**config.mk**
```make
export PLATFORM = sky130hd
export DESIGN_NAME = srj_exec
export DESIGN_NICKNAME = d
export VERILOG_FILES = /design/src/include/srj_pkg.sv /design/src/hw/srj_shifter.sv /design/src/hw/srj_exec.sv
export SDC_FILE = /design/constraint.sdc
export NUM_CORES = 1
export LEC_CHECK = 0
export BUFFER_PORTS_ARGS = -buffer_cell sky130_fd_sc_hd__buf_2
export CAP_MARGIN = 10
export CORE_MARGIN = 2
export CORE_UTILIZATION = 50
export DETAILED_ROUTE_END_ITERATION = 16
export PLACE_DENSITY = 0.75
export SLEW_MARGIN = 15
export SYNTH_ARGS = -nofsm -noshare
export SYNTH_HDL_FRONTEND = slang
export SYNTH_HIERARCHICAL = 1
export SYNTH_SLANG_ARGS = --single-unit
```
**constraint.sdc**
```tcl
create_clock -name clock -period 2.9 [get_ports clock]
set_input_delay 0.435 -clock clock [delete_from_list [all_inputs] [get_ports clock]]
set_output_delay 0.435 -clock clock [all_outputs]
set_load 0.05 [all_outputs]
```
**src/include/srj_pkg.sv**
```systemverilog
/*
  Shared constants and carriers for the shift, rotate and jump execution unit.
  Assumes the fetch logic hands over all instruction bytes at once.
*/
`default_nettype none
package srj_pkg;

  // ---------------------------------------------------------------------------
  // Opcodes
  // ---------------------------------------------------------------------------
  localparam logic [7:0] PREFIX_BYTE   = 8'h48;
  localparam logic [7:0] OPC_ABS_JUMP  = 8'h54;
  localparam logic [7:0] OPC_PAIR_JUMP = 8'h21;
  localparam logic [1:0] OPC_REL_TOP   = 2'h3;
  // Second byte: upper six bits for byte forms, low two bits carry the register select; whole byte for wide forms
  localparam logic [5:0] OPC2_BYTE_ROR    = 6'h0C;
  localparam logic [5:0] OPC2_BYTE_SHL    = 6'h09;
  localparam logic [5:0] OPC2_BYTE_SHR    = 6'h08;
  localparam logic [5:0] OPC2_BYTE_SHL_SK = 6'h01;
  localparam logic [5:0] OPC2_BYTE_SHR_SK = 6'h00;
  localparam logic [7:0] OPC2_WIDE_ROL    = 8'hB4;
  localparam logic [7:0] OPC2_WIDE_ROR    = 8'hB0;
  localparam logic [7:0] OPC2_WIDE_SHL    = 8'hA4;
  localparam logic [7:0] OPC2_WIDE_SHR    = 8'hA0;

  // ---------------------------------------------------------------------------
  // Timing in states, one state per clock
  // ---------------------------------------------------------------------------
  localparam int         CNT_W        = 4;
  localparam logic [3:0] SHIFT_STATES = 4'h8;
  localparam logic [3:0] ABS_STATES   = 4'hA;
  localparam logic [3:0] PAIR_STATES  = 4'h4;
  localparam logic [3:0] REL_STATES   = 4'hA;
  localparam logic [3:0] CNT_RESET    = 4'h0;

  // ---------------------------------------------------------------------------
  // Types
  // ---------------------------------------------------------------------------
  typedef enum logic [1:0] {
    SH_ROL = 2'h0,
    SH_ROR = 2'h1,
    SH_SHL = 2'h2,
    SH_SHR = 2'h3
  } srj_shift_t;

  typedef enum logic [3:0] {
    OP_NONE        = 4'h0,
    OP_BYTE_ROR    = 4'h1,
    OP_BYTE_SHL    = 4'h2,
    OP_BYTE_SHR    = 4'h3,
    OP_BYTE_SHL_SK = 4'h4,
    OP_BYTE_SHR_SK = 4'h5,
    OP_WIDE_ROL    = 4'h6,
    OP_WIDE_ROR    = 4'h7,
    OP_WIDE_SHL    = 4'h8,
    OP_WIDE_SHR    = 4'h9,
    OP_ABS_JUMP    = 4'hA,
    OP_PAIR_JUMP   = 4'hB,
    OP_REL_JUMP    = 4'hC
  } srj_op_t;

  typedef struct packed {
    logic [7:0] b1;
    logic [7:0] b2;
    logic [7:0] b3;
  } srj_instr_t;

  typedef struct packed {
    logic [7:0]  a;
    logic [7:0]  b;
    logic [7:0]  c;
    logic [15:0] ea;
    logic [15:0] pc;
    logic        cy;
  } srj_opnd_t;

  typedef struct packed {
    logic [7:0]  a;
    logic [7:0]  b;
    logic [7:0]  c;
    logic [15:0] ea;
    logic [15:0] pc;
    logic        cy;
    logic        skip;
    logic        chain_hi;
    logic        chain_lo;
    logic        wr_a;
    logic        wr_b;
    logic        wr_c;
    logic        wr_ea;
    logic        wr_pc;
    logic        wr_cy;
  } srj_result_t;

  localparam srj_result_t RESULT_RESET = '0;

endpackage
`default_nettype wire

```
**src/hw/srj_shifter.sv**
```systemverilog
/*
  One-bit shifter and rotator through carry, width set by parameter.
  Purely combinational; the caller registers the result.
*/
`timescale 1ns/1ps
`default_nettype none
module srj_shifter
  import srj_pkg::*;
#(
  parameter int W = 8
) (
  // Operand
  input  wire logic [W-1:0] value_in,
  input  wire logic         carry_in,
  input  wire srj_shift_t   mode,
  // Result
  output logic [W-1:0]      value_out,
  output logic              carry_out
);

  always_comb begin
    value_out = value_in;
    carry_out = carry_in;
    case (mode)
      SH_ROL: begin
        value_out = {value_in[W-2:0], carry_in};
        carry_out = value_in[W-1];
      end
      SH_ROR: begin
        value_out = {carry_in, value_in[W-1:1]};
        carry_out = value_in[0];
      end
      SH_SHL: begin
        value_out = {value_in[W-2:0], 1'b0};
        carry_out = value_in[W-1];
      end
      SH_SHR: begin
        value_out = {1'b0, value_in[W-1:1]};
        carry_out = value_in[0];
      end
      default: begin
        value_out = value_in;
        carry_out = carry_in;
      end
    endcase
  end

endmodule
`default_nettype wire

```
**src/hw/srj_exec.sv**
```systemverilog
/*
  Execution unit for byte and wide shifts and rotates and for three jumps.
  Assumes the core presents all instruction bytes and a snapshot of the
  operand registers together with a one-cycle start, and writes back the
  result fields whose write enables are set when done pulses.
*/
// Functional notes
// [RULE1] Byte rotate right through carry on A, B or C chosen by select 1 to 3.
// [RULE2] Byte left shift: bit 7 to carry, zero into bit 0, both forms.
// [RULE3] Byte right shift: bit 0 to carry, zero into bit 7, both forms.
// [RULE4] Skip forms skip the next instruction when the shifted-out bit is one.
// [RULE5] Skip forms set skip from the shift, clear chain flags, update carry.
// [RULE6] Wide rotate left through carry: top bit to carry, carry into bit 0.
// [RULE7] Wide rotate right through carry: bit 0 to carry, carry into bit 15.
// [RULE8] Wide left shift: bit 15 to carry, zero into bit 0.
// [RULE9] Wide right shift: bit 0 to carry, zero into bit 15.
// [RULE10] Absolute jump, three bytes, ten states: byte 2 low, byte 3 high.
// [RULE11] Pair jump, one byte, four states: B to high, C to low.
// [RULE12] Relative jump adds signed six-bit displacement to next address.
// [RULE13] Non-skip forms clear skip and chain flags; shifts also update carry.
// [RULE14] Shifts and rotates: two bytes, common prefix, eight states each.
`timescale 1ns/1ps
`default_nettype none
module srj_exec
  import srj_pkg::*;
(
  // Clock and reset
  input  wire logic       clock,
  input  wire logic       rst,
  input  wire logic       ce,
  // Request
  input  wire logic       start,
  input  wire srj_instr_t instr,
  input  wire srj_opnd_t  opnd,
  output logic            ready,
  // Answer
  output logic            done,
  output logic            illegal,
  output srj_result_t     result
);

  // ---------------------------------------------------------------------------
  // Decode helpers
  // ---------------------------------------------------------------------------
  function automatic srj_op_t decode_op(input srj_instr_t ins);
    srj_op_t op;
    op = OP_NONE;
    if (ins.b1 == PREFIX_BYTE) begin
      if (ins.b2[1:0] != 2'h0) begin
        case (ins.b2[7:2])
          OPC2_BYTE_ROR:    op = OP_BYTE_ROR;
          OPC2_BYTE_SHL:    op = OP_BYTE_SHL;
          OPC2_BYTE_SHR:    op = OP_BYTE_SHR;
          OPC2_BYTE_SHL_SK: op = OP_BYTE_SHL_SK;
          OPC2_BYTE_SHR_SK: op = OP_BYTE_SHR_SK;
          default:          op = OP_NONE;
        endcase
      end
      case (ins.b2)
        OPC2_WIDE_ROL: op = OP_WIDE_ROL;
        OPC2_WIDE_ROR: op = OP_WIDE_ROR;
        OPC2_WIDE_SHL: op = OP_WIDE_SHL;
        OPC2_WIDE_SHR: op = OP_WIDE_SHR;
        default:       op = op;
      endcase
    end else if (ins.b1 == OPC_ABS_JUMP) begin
      op = OP_ABS_JUMP;
    end else if (ins.b1 == OPC_PAIR_JUMP) begin
      op = OP_PAIR_JUMP;
    end else if (ins.b1[7:6] == OPC_REL_TOP) begin
      op = OP_REL_JUMP;
    end
    return op;
  endfunction

  // Select 1 = A, 2 = B, 3 = C; zero, carried by wide and illegal codes, falls to A
  function automatic logic [7:0] sel_byte(input srj_opnd_t o, input logic [1:0] sel);
    logic [7:0] v;
    v = o.a;
    case (sel)
      2'h2:    v = o.b;
      2'h3:    v = o.c;
      default: v = o.a;
    endcase
    return v;
  endfunction

  // ---------------------------------------------------------------------------
  // Datapath
  // ---------------------------------------------------------------------------
  srj_op_t     dec_op;
  logic [1:0]  dec_sel;
  srj_shift_t  byte_mode;
  srj_shift_t  wide_mode;
  logic [7:0]  byte_out;
  logic        byte_cy;
  logic [15:0] wide_out;
  logic        wide_cy;
  srj_result_t calc;
  logic [3:0]  calc_states;

  assign dec_op  = decode_op(instr);
  assign dec_sel = instr.b2[1:0];

  always_comb begin
    byte_mode = SH_ROR;                                     // RULE1
    case (dec_op)
      OP_BYTE_SHL, OP_BYTE_SHL_SK: byte_mode = SH_SHL;      // RULE2
      OP_BYTE_SHR, OP_BYTE_SHR_SK: byte_mode = SH_SHR;      // RULE3
      default:                     byte_mode = SH_ROR;
    endcase
    wide_mode = SH_ROL;                                     // RULE6
    case (dec_op)
      OP_WIDE_ROR: wide_mode = SH_ROR;                      // RULE7
      OP_WIDE_SHL: wide_mode = SH_SHL;                      // RULE8
      OP_WIDE_SHR: wide_mode = SH_SHR;                      // RULE9
      default:     wide_mode = SH_ROL;
    endcase
  end

  srj_shifter #(.W(8)) u_byte_shift (
    .value_in  (sel_byte(opnd, dec_sel)),
    .carry_in  (opnd.cy),
    .mode      (byte_mode),
    .value_out (byte_out),
    .carry_out (byte_cy)
  );

  srj_shifter #(.W(16)) u_wide_shift (
    .value_in  (opnd.ea),
    .carry_in  (opnd.cy),
    .mode      (wide_mode),
    .value_out (wide_out),
    .carry_out (wide_cy)
  );

  always_comb begin
    calc        = RESULT_RESET;                             // RULE13
    calc.a      = opnd.a;
    calc.b      = opnd.b;
    calc.c      = opnd.c;
    calc.ea     = opnd.ea;
    calc.pc     = opnd.pc;
    calc.cy     = opnd.cy;
    calc_states = SHIFT_STATES;                             // RULE14
    case (dec_op)
      OP_BYTE_ROR, OP_BYTE_SHL, OP_BYTE_SHR, OP_BYTE_SHL_SK, OP_BYTE_SHR_SK: begin
        // Only the selected register changes; the others keep the operand copy
        case (dec_sel)
          2'h2:    calc.b = byte_out;
          2'h3:    calc.c = byte_out;
          default: calc.a = byte_out;
        endcase
        calc.wr_a  = (dec_sel == 2'h1);                     // RULE1
        calc.wr_b  = (dec_sel == 2'h2);
        calc.wr_c  = (dec_sel == 2'h3);
        calc.cy    = byte_cy;
        calc.wr_cy = 1'b1;
        // Skip forms keep the shifted-out bit as the skip request
        calc.skip  = byte_cy && (dec_op == OP_BYTE_SHL_SK || dec_op == OP_BYTE_SHR_SK); // RULE4 RULE5
      end
      OP_WIDE_ROL, OP_WIDE_ROR, OP_WIDE_SHL, OP_WIDE_SHR: begin
        calc.ea    = wide_out;
        calc.wr_ea = 1'b1;
        calc.cy    = wide_cy;
        calc.wr_cy = 1'b1;
      end
      OP_ABS_JUMP: begin
        calc.pc     = {instr.b3, instr.b2};                 // RULE10
        calc.wr_pc  = 1'b1;
        calc_states = ABS_STATES;
      end
      OP_PAIR_JUMP: begin
        calc.pc     = {opnd.b, opnd.c};                     // RULE11
        calc.wr_pc  = 1'b1;
        calc_states = PAIR_STATES;
      end
      OP_REL_JUMP: begin
        // Wraps modulo 64K, as the program counter does
        calc.pc     = opnd.pc + 16'h0001 + {{10{instr.b1[5]}}, instr.b1[5:0]}; // RULE12
        calc.wr_pc  = 1'b1;
        calc_states = REL_STATES;
      end
      default: begin
        calc_states = CNT_RESET;
      end
    endcase
  end

  // ---------------------------------------------------------------------------
  // Sequencer
  // ---------------------------------------------------------------------------
  typedef enum logic [1:0] {
    ST_IDLE = 2'h1,
    ST_RUN  = 2'h2
  } srj_state_t;

  srj_state_t  state;
  srj_state_t  next_state;
  logic [3:0]  cnt;
  logic [3:0]  next_cnt;
  srj_result_t next_result;
  logic        next_illegal;
  logic        take;

  assign take  = ce && start && (state == ST_IDLE);
  assign ready = (state == ST_IDLE);
  assign done  = (state == ST_RUN) && (cnt == CNT_RESET);

  always_comb begin
    next_state   = state;
    next_cnt     = cnt;
    next_result  = result;
    next_illegal = illegal;
    case (state)
      ST_IDLE: begin
        if (take) begin
          // Illegal codes are answered at once and leave the core state alone
          next_illegal = (dec_op == OP_NONE);
          if (dec_op != OP_NONE) begin
            next_result = calc;
            next_cnt    = calc_states - 4'h1;               // RULE10 RULE11 RULE14
            next_state  = ST_RUN;
          end
        end
      end
      ST_RUN: begin
        if (ce) begin
          if (cnt == CNT_RESET) begin
            next_state = ST_IDLE;
          end else begin
            next_cnt = cnt - 4'h1;
          end
        end
      end
      default: begin
        next_state = ST_IDLE;
      end
    endcase
  end

  always_ff @(posedge clock or posedge rst) begin
    if (rst) begin
      state   <= ST_IDLE;
      cnt     <= CNT_RESET;
      result  <= RESULT_RESET;
      illegal <= 1'b0;
    end else if (ce) begin
      state   <= next_state;
      cnt     <= next_cnt;
      result  <= next_result;
      illegal <= next_illegal;
    end
  end

  // ---------------------------------------------------------------------------
  // Checks
  // ---------------------------------------------------------------------------
  srj_op_t    chk_op;
  srj_opnd_t  chk_opnd;
  logic [1:0] chk_sel;
  logic [7:0] chk_b2;
  logic [7:0] chk_b3;
  logic [3:0] elapsed;
  logic [7:0] chk_old;
  logic [7:0] chk_new;

  // Result carrier is wider than the operand carrier, so it needs its own pick
  function automatic logic [7:0] res_byte(input srj_result_t r, input logic [1:0] sel);
    logic [7:0] v;
    v = r.a;
    case (sel)
      2'h2:    v = r.b;
      2'h3:    v = r.c;
      default: v = r.a;
    endcase
    return v;
  endfunction

  assign chk_old = sel_byte(chk_opnd, chk_sel);
  assign chk_new = res_byte(result, chk_sel);

  always_ff @(posedge clock or posedge rst) begin
    if (rst) begin
      chk_op   <= OP_NONE;
      chk_opnd <= '0;
      chk_sel  <= 2'h0;
      chk_b2   <= 8'h00;
      chk_b3   <= 8'h00;
      elapsed  <= CNT_RESET;
    end else if (ce) begin
      if (take) begin
        chk_op   <= dec_op;
        chk_opnd <= opnd;
        chk_sel  <= dec_sel;
        chk_b2   <= instr.b2;
        chk_b3   <= instr.b3;
        elapsed  <= CNT_RESET;
      end else if (state == ST_RUN) begin
        elapsed <= elapsed + 4'h1;
      end
    end
  end

  property p_byte_ror;
    @(posedge clock) disable iff (rst)
    done && chk_op == OP_BYTE_ROR |->
      chk_new == {chk_opnd.cy, chk_old[7:1]}
      && result.cy == chk_old[0];
  endproperty
  a_byte_ror: assert property (p_byte_ror) else $error("byte rotate right wrong"); // RULE1

  property p_byte_shl;
    @(posedge clock) disable iff (rst)
    done && (chk_op == OP_BYTE_SHL || chk_op == OP_BYTE_SHL_SK) |->
      chk_new == {chk_old[6:0], 1'b0}
      && result.cy == chk_old[7];
  endproperty
  a_byte_shl: assert property (p_byte_shl) else $error("byte left shift wrong"); // RULE2

  property p_byte_shr;
    @(posedge clock) disable iff (rst)
    done && (chk_op == OP_BYTE_SHR || chk_op == OP_BYTE_SHR_SK) |->
      chk_new == {1'b0, chk_old[7:1]}
      && result.cy == chk_old[0];
  endproperty
  a_byte_shr: assert property (p_byte_shr) else $error("byte right shift wrong"); // RULE3

  property p_skip_set;
    @(posedge clock) disable iff (rst)
    done && (chk_op == OP_BYTE_SHL_SK || chk_op == OP_BYTE_SHR_SK) |->
      result.skip == ((chk_op == OP_BYTE_SHL_SK) ? chk_old[7] : chk_old[0]);
  endproperty
  a_skip_set: assert property (p_skip_set) else $error("skip does not follow carry out"); // RULE4

  property p_skip_flags;
    @(posedge clock) disable iff (rst)
    done && (chk_op == OP_BYTE_SHL_SK || chk_op == OP_BYTE_SHR_SK) |->
      !result.chain_hi && !result.chain_lo && result.wr_cy;
  endproperty
  a_skip_flags: assert property (p_skip_flags) else $error("skip form flags wrong"); // RULE5

  property p_wide_rol;
    @(posedge clock) disable iff (rst)
    done && chk_op == OP_WIDE_ROL |->
      result.ea == {chk_opnd.ea[14:0], chk_opnd.cy} && result.cy == chk_opnd.ea[15];
  endproperty
  a_wide_rol: assert property (p_wide_rol) else $error("wide rotate left wrong"); // RULE6

  property p_wide_ror;
    @(posedge clock) disable iff (rst)
    done && chk_op == OP_WIDE_ROR |->
      result.ea == {chk_opnd.cy, chk_opnd.ea[15:1]} && result.cy == chk_opnd.ea[0];
  endproperty
  a_wide_ror: assert property (p_wide_ror) else $error("wide rotate right wrong"); // RULE7

  property p_wide_shl;
    @(posedge clock) disable iff (rst)
    done && chk_op == OP_WIDE_SHL |->
      result.ea == {chk_opnd.ea[14:0], 1'b0} && result.cy == chk_opnd.ea[15];
  endproperty
  a_wide_shl: assert property (p_wide_shl) else $error("wide left shift wrong"); // RULE8

  property p_wide_shr;
    @(posedge clock) disable iff (rst)
    done && chk_op == OP_WIDE_SHR |->
      result.ea == {1'b0, chk_opnd.ea[15:1]} && result.cy == chk_opnd.ea[0];
  endproperty
  a_wide_shr: assert property (p_wide_shr) else $error("wide right shift wrong"); // RULE9

  property p_abs_jump;
    @(posedge clock) disable iff (rst)
    done && chk_op == OP_ABS_JUMP |->
      result.pc == {chk_b3, chk_b2} && elapsed == ABS_STATES - 4'h1;
  endproperty
  a_abs_jump: assert property (p_abs_jump) else $error("absolute jump wrong"); // RULE10

  property p_pair_jump;
    @(posedge clock) disable iff (rst)
    done && chk_op == OP_PAIR_JUMP |->
      result.pc == {chk_opnd.b, chk_opnd.c} && elapsed == PAIR_STATES - 4'h1;
  endproperty
  a_pair_jump: assert property (p_pair_jump) else $error("pair jump wrong"); // RULE11

  property p_rel_jump;
    @(posedge clock) disable iff (rst)
    take && dec_op == OP_REL_JUMP |=>
      $signed(result.pc - $past(opnd.pc) - 16'h0001) == $signed({{10{$past(instr.b1[5])}}, $past(instr.b1[5:0])});
  endproperty
  a_rel_jump: assert property (p_rel_jump) else $error("relative jump target wrong"); // RULE12

  property p_flags_clear;
    @(posedge clock) disable iff (rst)
    done && chk_op != OP_BYTE_SHL_SK && chk_op != OP_BYTE_SHR_SK |->
      !result.skip && !result.chain_hi && !result.chain_lo;
  endproperty
  a_flags_clear: assert property (p_flags_clear) else $error("flags not cleared"); // RULE13

  property p_shift_time;
    @(posedge clock) disable iff (rst)
    done && result.wr_cy |-> elapsed == SHIFT_STATES - 4'h1;
  endproperty
  a_shift_time: assert property (p_shift_time) else $error("shift state count wrong"); // RULE14

endmodule
`default_nettype wire

```
==> results.md <==
Placed design:
- In this run the cell area measured after placement is 0.00612 mm^2.
- Once detailed placement completed, the half-perimeter wirelength came to 12000 um.
- The port buffer count is 151.
- Routability-driven placement finished with a final weighted congestion of 0.978.

Drt:
- In the routed design, unresolved DRC markers number 0.
- Using the TritonRoute via totals, the vias-per-cell ratio works out to 5.80.
- Summing over every cut layer, the via total after detailed routing is 5066.
- The number of routed nets with antenna violations is 0.
- The length of routed met2 wiring is 7600 um.
- The uppermost metal layer occupied by signal nets is met4.
- Before antenna repair, the detailed router went through 5 iterations.
- The post-route met1 wirelength is 6430 um.
- Detailed routing placed a total of 981 um of wire on met3.
- After detailed routing, the average wire length per cell comes to 17.7 um.
- The violation count after the first detailed-route iteration is 352.
- The total wire length is 15500 um.

Clocking:
- The number of clock sinks is 71.
- TritonCTS built the clock tree.
- The clock network latency to the later pin of the worst-skew pair is 0.36 ns.
- The H-tree generated during clock tree synthesis spans 3 levels.
- The number of buffers inserted during clock tree synthesis is 9.
- The clock passes through at most 2 buffers.
- The number of gates resized after CTS was 0.
- The clock transition at the registers of the reported paths is 0.08 ns.
- The post-CTS setup buffer count is 0.
- The cell at the root of the clock tree is clkbuf_8.
- The hold buffer count at CTS is 0.

Timing:
- For this run, the top clock speed supported by timing is 389 MHz.
- The count of endpoints failing setup in the final report is 0.
- The total count of max-transition violations in the final report is 0.
- The routed design could run at a clock period as short as 2.57 ns.
- In the final timing run, aggregate negative setup slack is 0 ns.
- The worst hold margin is 0.0846 ns.
- Setup repair after global routing left no endpoint under its margin.
- The clock tree skew after final layout is 0.00769 ns.
- The hold violation count in the final report is 0.
- The share of the clock period used by the worst path is 88.6%.

Critical path:
- The buffering stage count on the worst path with inverters included is 3.
- The family with the most delay on the worst path is simple AND/OR/NAND/NOR gates.
- The setup path with the least slack is of type in2reg.
- The largest stage delay on the critical path is 0.37 ns.
- For the worst setup path, the data required time is 3.11 ns.
- In this run the worst path has a maximum fanout of 10.
- The nature of the critical path endpoint is a flop.
- The critical path goes through buf_2, buf_4, nor4_4, nand3_2, nor3_2, nand2b_1, nor2_1, nand2_1, buf_12, mux2_4, mux2i_1, o21ai_0.
- The arrival time of the worst setup path is 2.78 ns.
- The cell with the biggest individual delay on the critical path is nor4_4.
- The startpoint type of the worst setup path is an input pin.

Synthesis:
- The number of flops mapped to enable cells by yosys is 0.
- The cell area after synthesis is 0.00514 mm^2.
- The area share of fa/ha/maj cells after synthesis is 4.28%.
- For this run, the number of Yosys warnings is 6.
- The synthesized netlist devotes 19.0% of its cell area to compound gates.
- The proportion of synthesized chip area in sequential cells is 34.6%.
- The average instance area after synthesis is 8.95 um^2.
- The post-synthesis cell count is 575.
- The post-synthesis xor/xnor area fraction is 1.36%.
- The share of synthesized registers carrying an async set or reset is 100%.
- The post-synthesis mux area share is 16.5%.
- Among all flip-flop cells after synthesis, the most frequent one is dfrtp_1.
- The synthesized flop and latch total is 71.
- The netlist uses 66 different library cells.
- The basic-gate share of the synthesized area counting and, or, nand and nor cells is 18.3%.
- By area, the combinational part of the netlist is dominated by compound AO/OA/AOI/OAI gates.

Floorplan:
- The initial utilization of the core area, before any placement, comes to 50.7%.
- The floorplan die height is 105 um.
- Pin placement for this block handled 154 I/O pins.
- The floorplan step defined a die boundary enclosing 0.0111 mm^2.
- The row count is 37.
- The area inside the core boundary is 0.0101 mm^2.
- The die is 105 um wide.

Layout:
- The fraction of layout cells with a size suffix above 1 is 32.1%.
- With fillers left out, the area of the finished cells amounts to 0.00638 mm^2.
- In the final design database the tool counted 835 nets.
- The total of fill cells in the finished design is 873.
- Across the whole layout, storage elements account for 0.00178 mm^2.
- The area of combinational cells with multiple inputs is 0.00310 mm^2.
- The area added between synthesis and finish is 24.0%.
- 0 antenna diodes ended up in the layout.

Pwr:
- The worst-case IR drop observed on VDD is 0.359 mV.
- The static power due to leakage is 3.07 nW.
- In this run the power density over the cells is 697 mW/mm^2.
- The final total power is 0.00444 W.

GRT:
- Global routing finished with a remaining overflow of 0.
- The number of global-route vias before repair was 5014.
- The initial antenna violation count is 0.
- The total routing usage reported by global routing is 28.3%.
- The global-route wire length before repair is 24700 um.
- Entering global routing, the biggest net connects 61 pins.

Min path:
- The tightest min-delay check is of the in2async type.

Job:
- Across the run, the number of max-cap violations was 0.

Status:
- The run finished with clean final reports.
==> synthesized netlist by cell type (6+ instances only) <==
master    instances  area (um^2)
buf_6             9          101
ha_1             16          200
a21oi_1          28          140
nor2b_1           8         50.1
nand2_1          85          319
inv_1            13         48.8
a31oi_1           7         43.8
o21ai_1          15         75.1
or3_1             6         37.5
mux2i_1          55          551
mux2_4           14          210
nor2_1           41          154
nand3_1           8         40.0
nor3_1           15         75.1
mux2_2            8         90.1
clkbuf_1         10         37.5
nand2b_1          6         37.5
o21ai_0          63          315
dfrtp_1          70         1750
==> power by group <==
| part | internal, W | switching, W | total (W) |
|---|---|---|---|
| clock | 0.000618 | 0.000391 | 0.00101 |
| combinational | 0.000512 | 0.00150 | 0.00201 |
| sequential | 0.00127 | 0.000157 | 0.00143 |
==> flip-flops by register name (all words and copies together) (netlist names) <==
name and flops:
state 2, cnt 4, illegal 1, result 64
==> layer usage <==
metal,vias up,GRT usage [%]
li1,2406,-
met1,2409,35.2
met2,214,47.4
met3,37,5.44
met4,0,13.0
met5,-,0
==> path summary, 6_finish.rpt <==
check                                  end  cells past startpoint       from  slack (ns)
worst min-delay path            result[13]                      2        rst        0.08
worst min register to register   result[4]                      2  result[4]        0.47
worst max register to register  result[11]                      7   state[0]        0.82
worst max-delay path            result[59]                     12  instr[17]        0.33
max in group asynchronous         state[0]                      3        rst        2.13
min in group clock                state[0]                      3         ce        0.39
==> layout make-up <==
| class | count | area share [%] |
|---|---|---|
| repair buffers | 180 | 16.1 |
| well taps | 136 | 2.67 |
| clock inverters | 5 | 1.63 |
| multi-input cells | 458 | 48.6 |
| clock buffers | 11 | 2.37 |
| flip-flops and latches | 71 | 27.9 |
| inverters | 13 | 0.765 |
==> through the flow <==
stage               util, %  worst slack, ns  cells
global route           62.9            0.173    874
global placement       60.4          0.00648    858
finish                 62.9            0.330    874
CTS                    62.9            0.370    874
floorplan                 -            0.342    576
detailed placement     60.4          -0.0165    858
==> cells by family after synthesis <==
logic type                 Yosys count
AOI/OAI and AO/OA                  157
xor gates and xnor gates             8
adders and majority gates           17
buffers and inverters               47
DFF                                 71
muxes                               77
other                                1
and+or+nand+nor                    197
==> placed cells by master, fill, tap and decap left out, types with 5 or more instances in the layout <==
cell type  synthesis  final
buf_4              4     25
a222oi_1           5      5
mux2_4            14     14
ha_1              16     16
dfrtp_1           70     70
mux2i_1           55     55
clkbuf_8           2     11
a31oi_1            7      7
a221oi_1           5      5
o21ai_0           63     63
buf_2              5    151
xnor2_1            5      5
a21oi_1           28     28
inv_1             13     12
nor3_1            15     14
or3_1              6      6
nand3_1            8      8
nor2b_1            8      8
nand2_1           85     85
o21ai_1           15     15
mux2_2             8      8
nor2_1            41     41
nand4_1            5      5
nand2b_1           6      6
(Power assumes the default switching activity.)
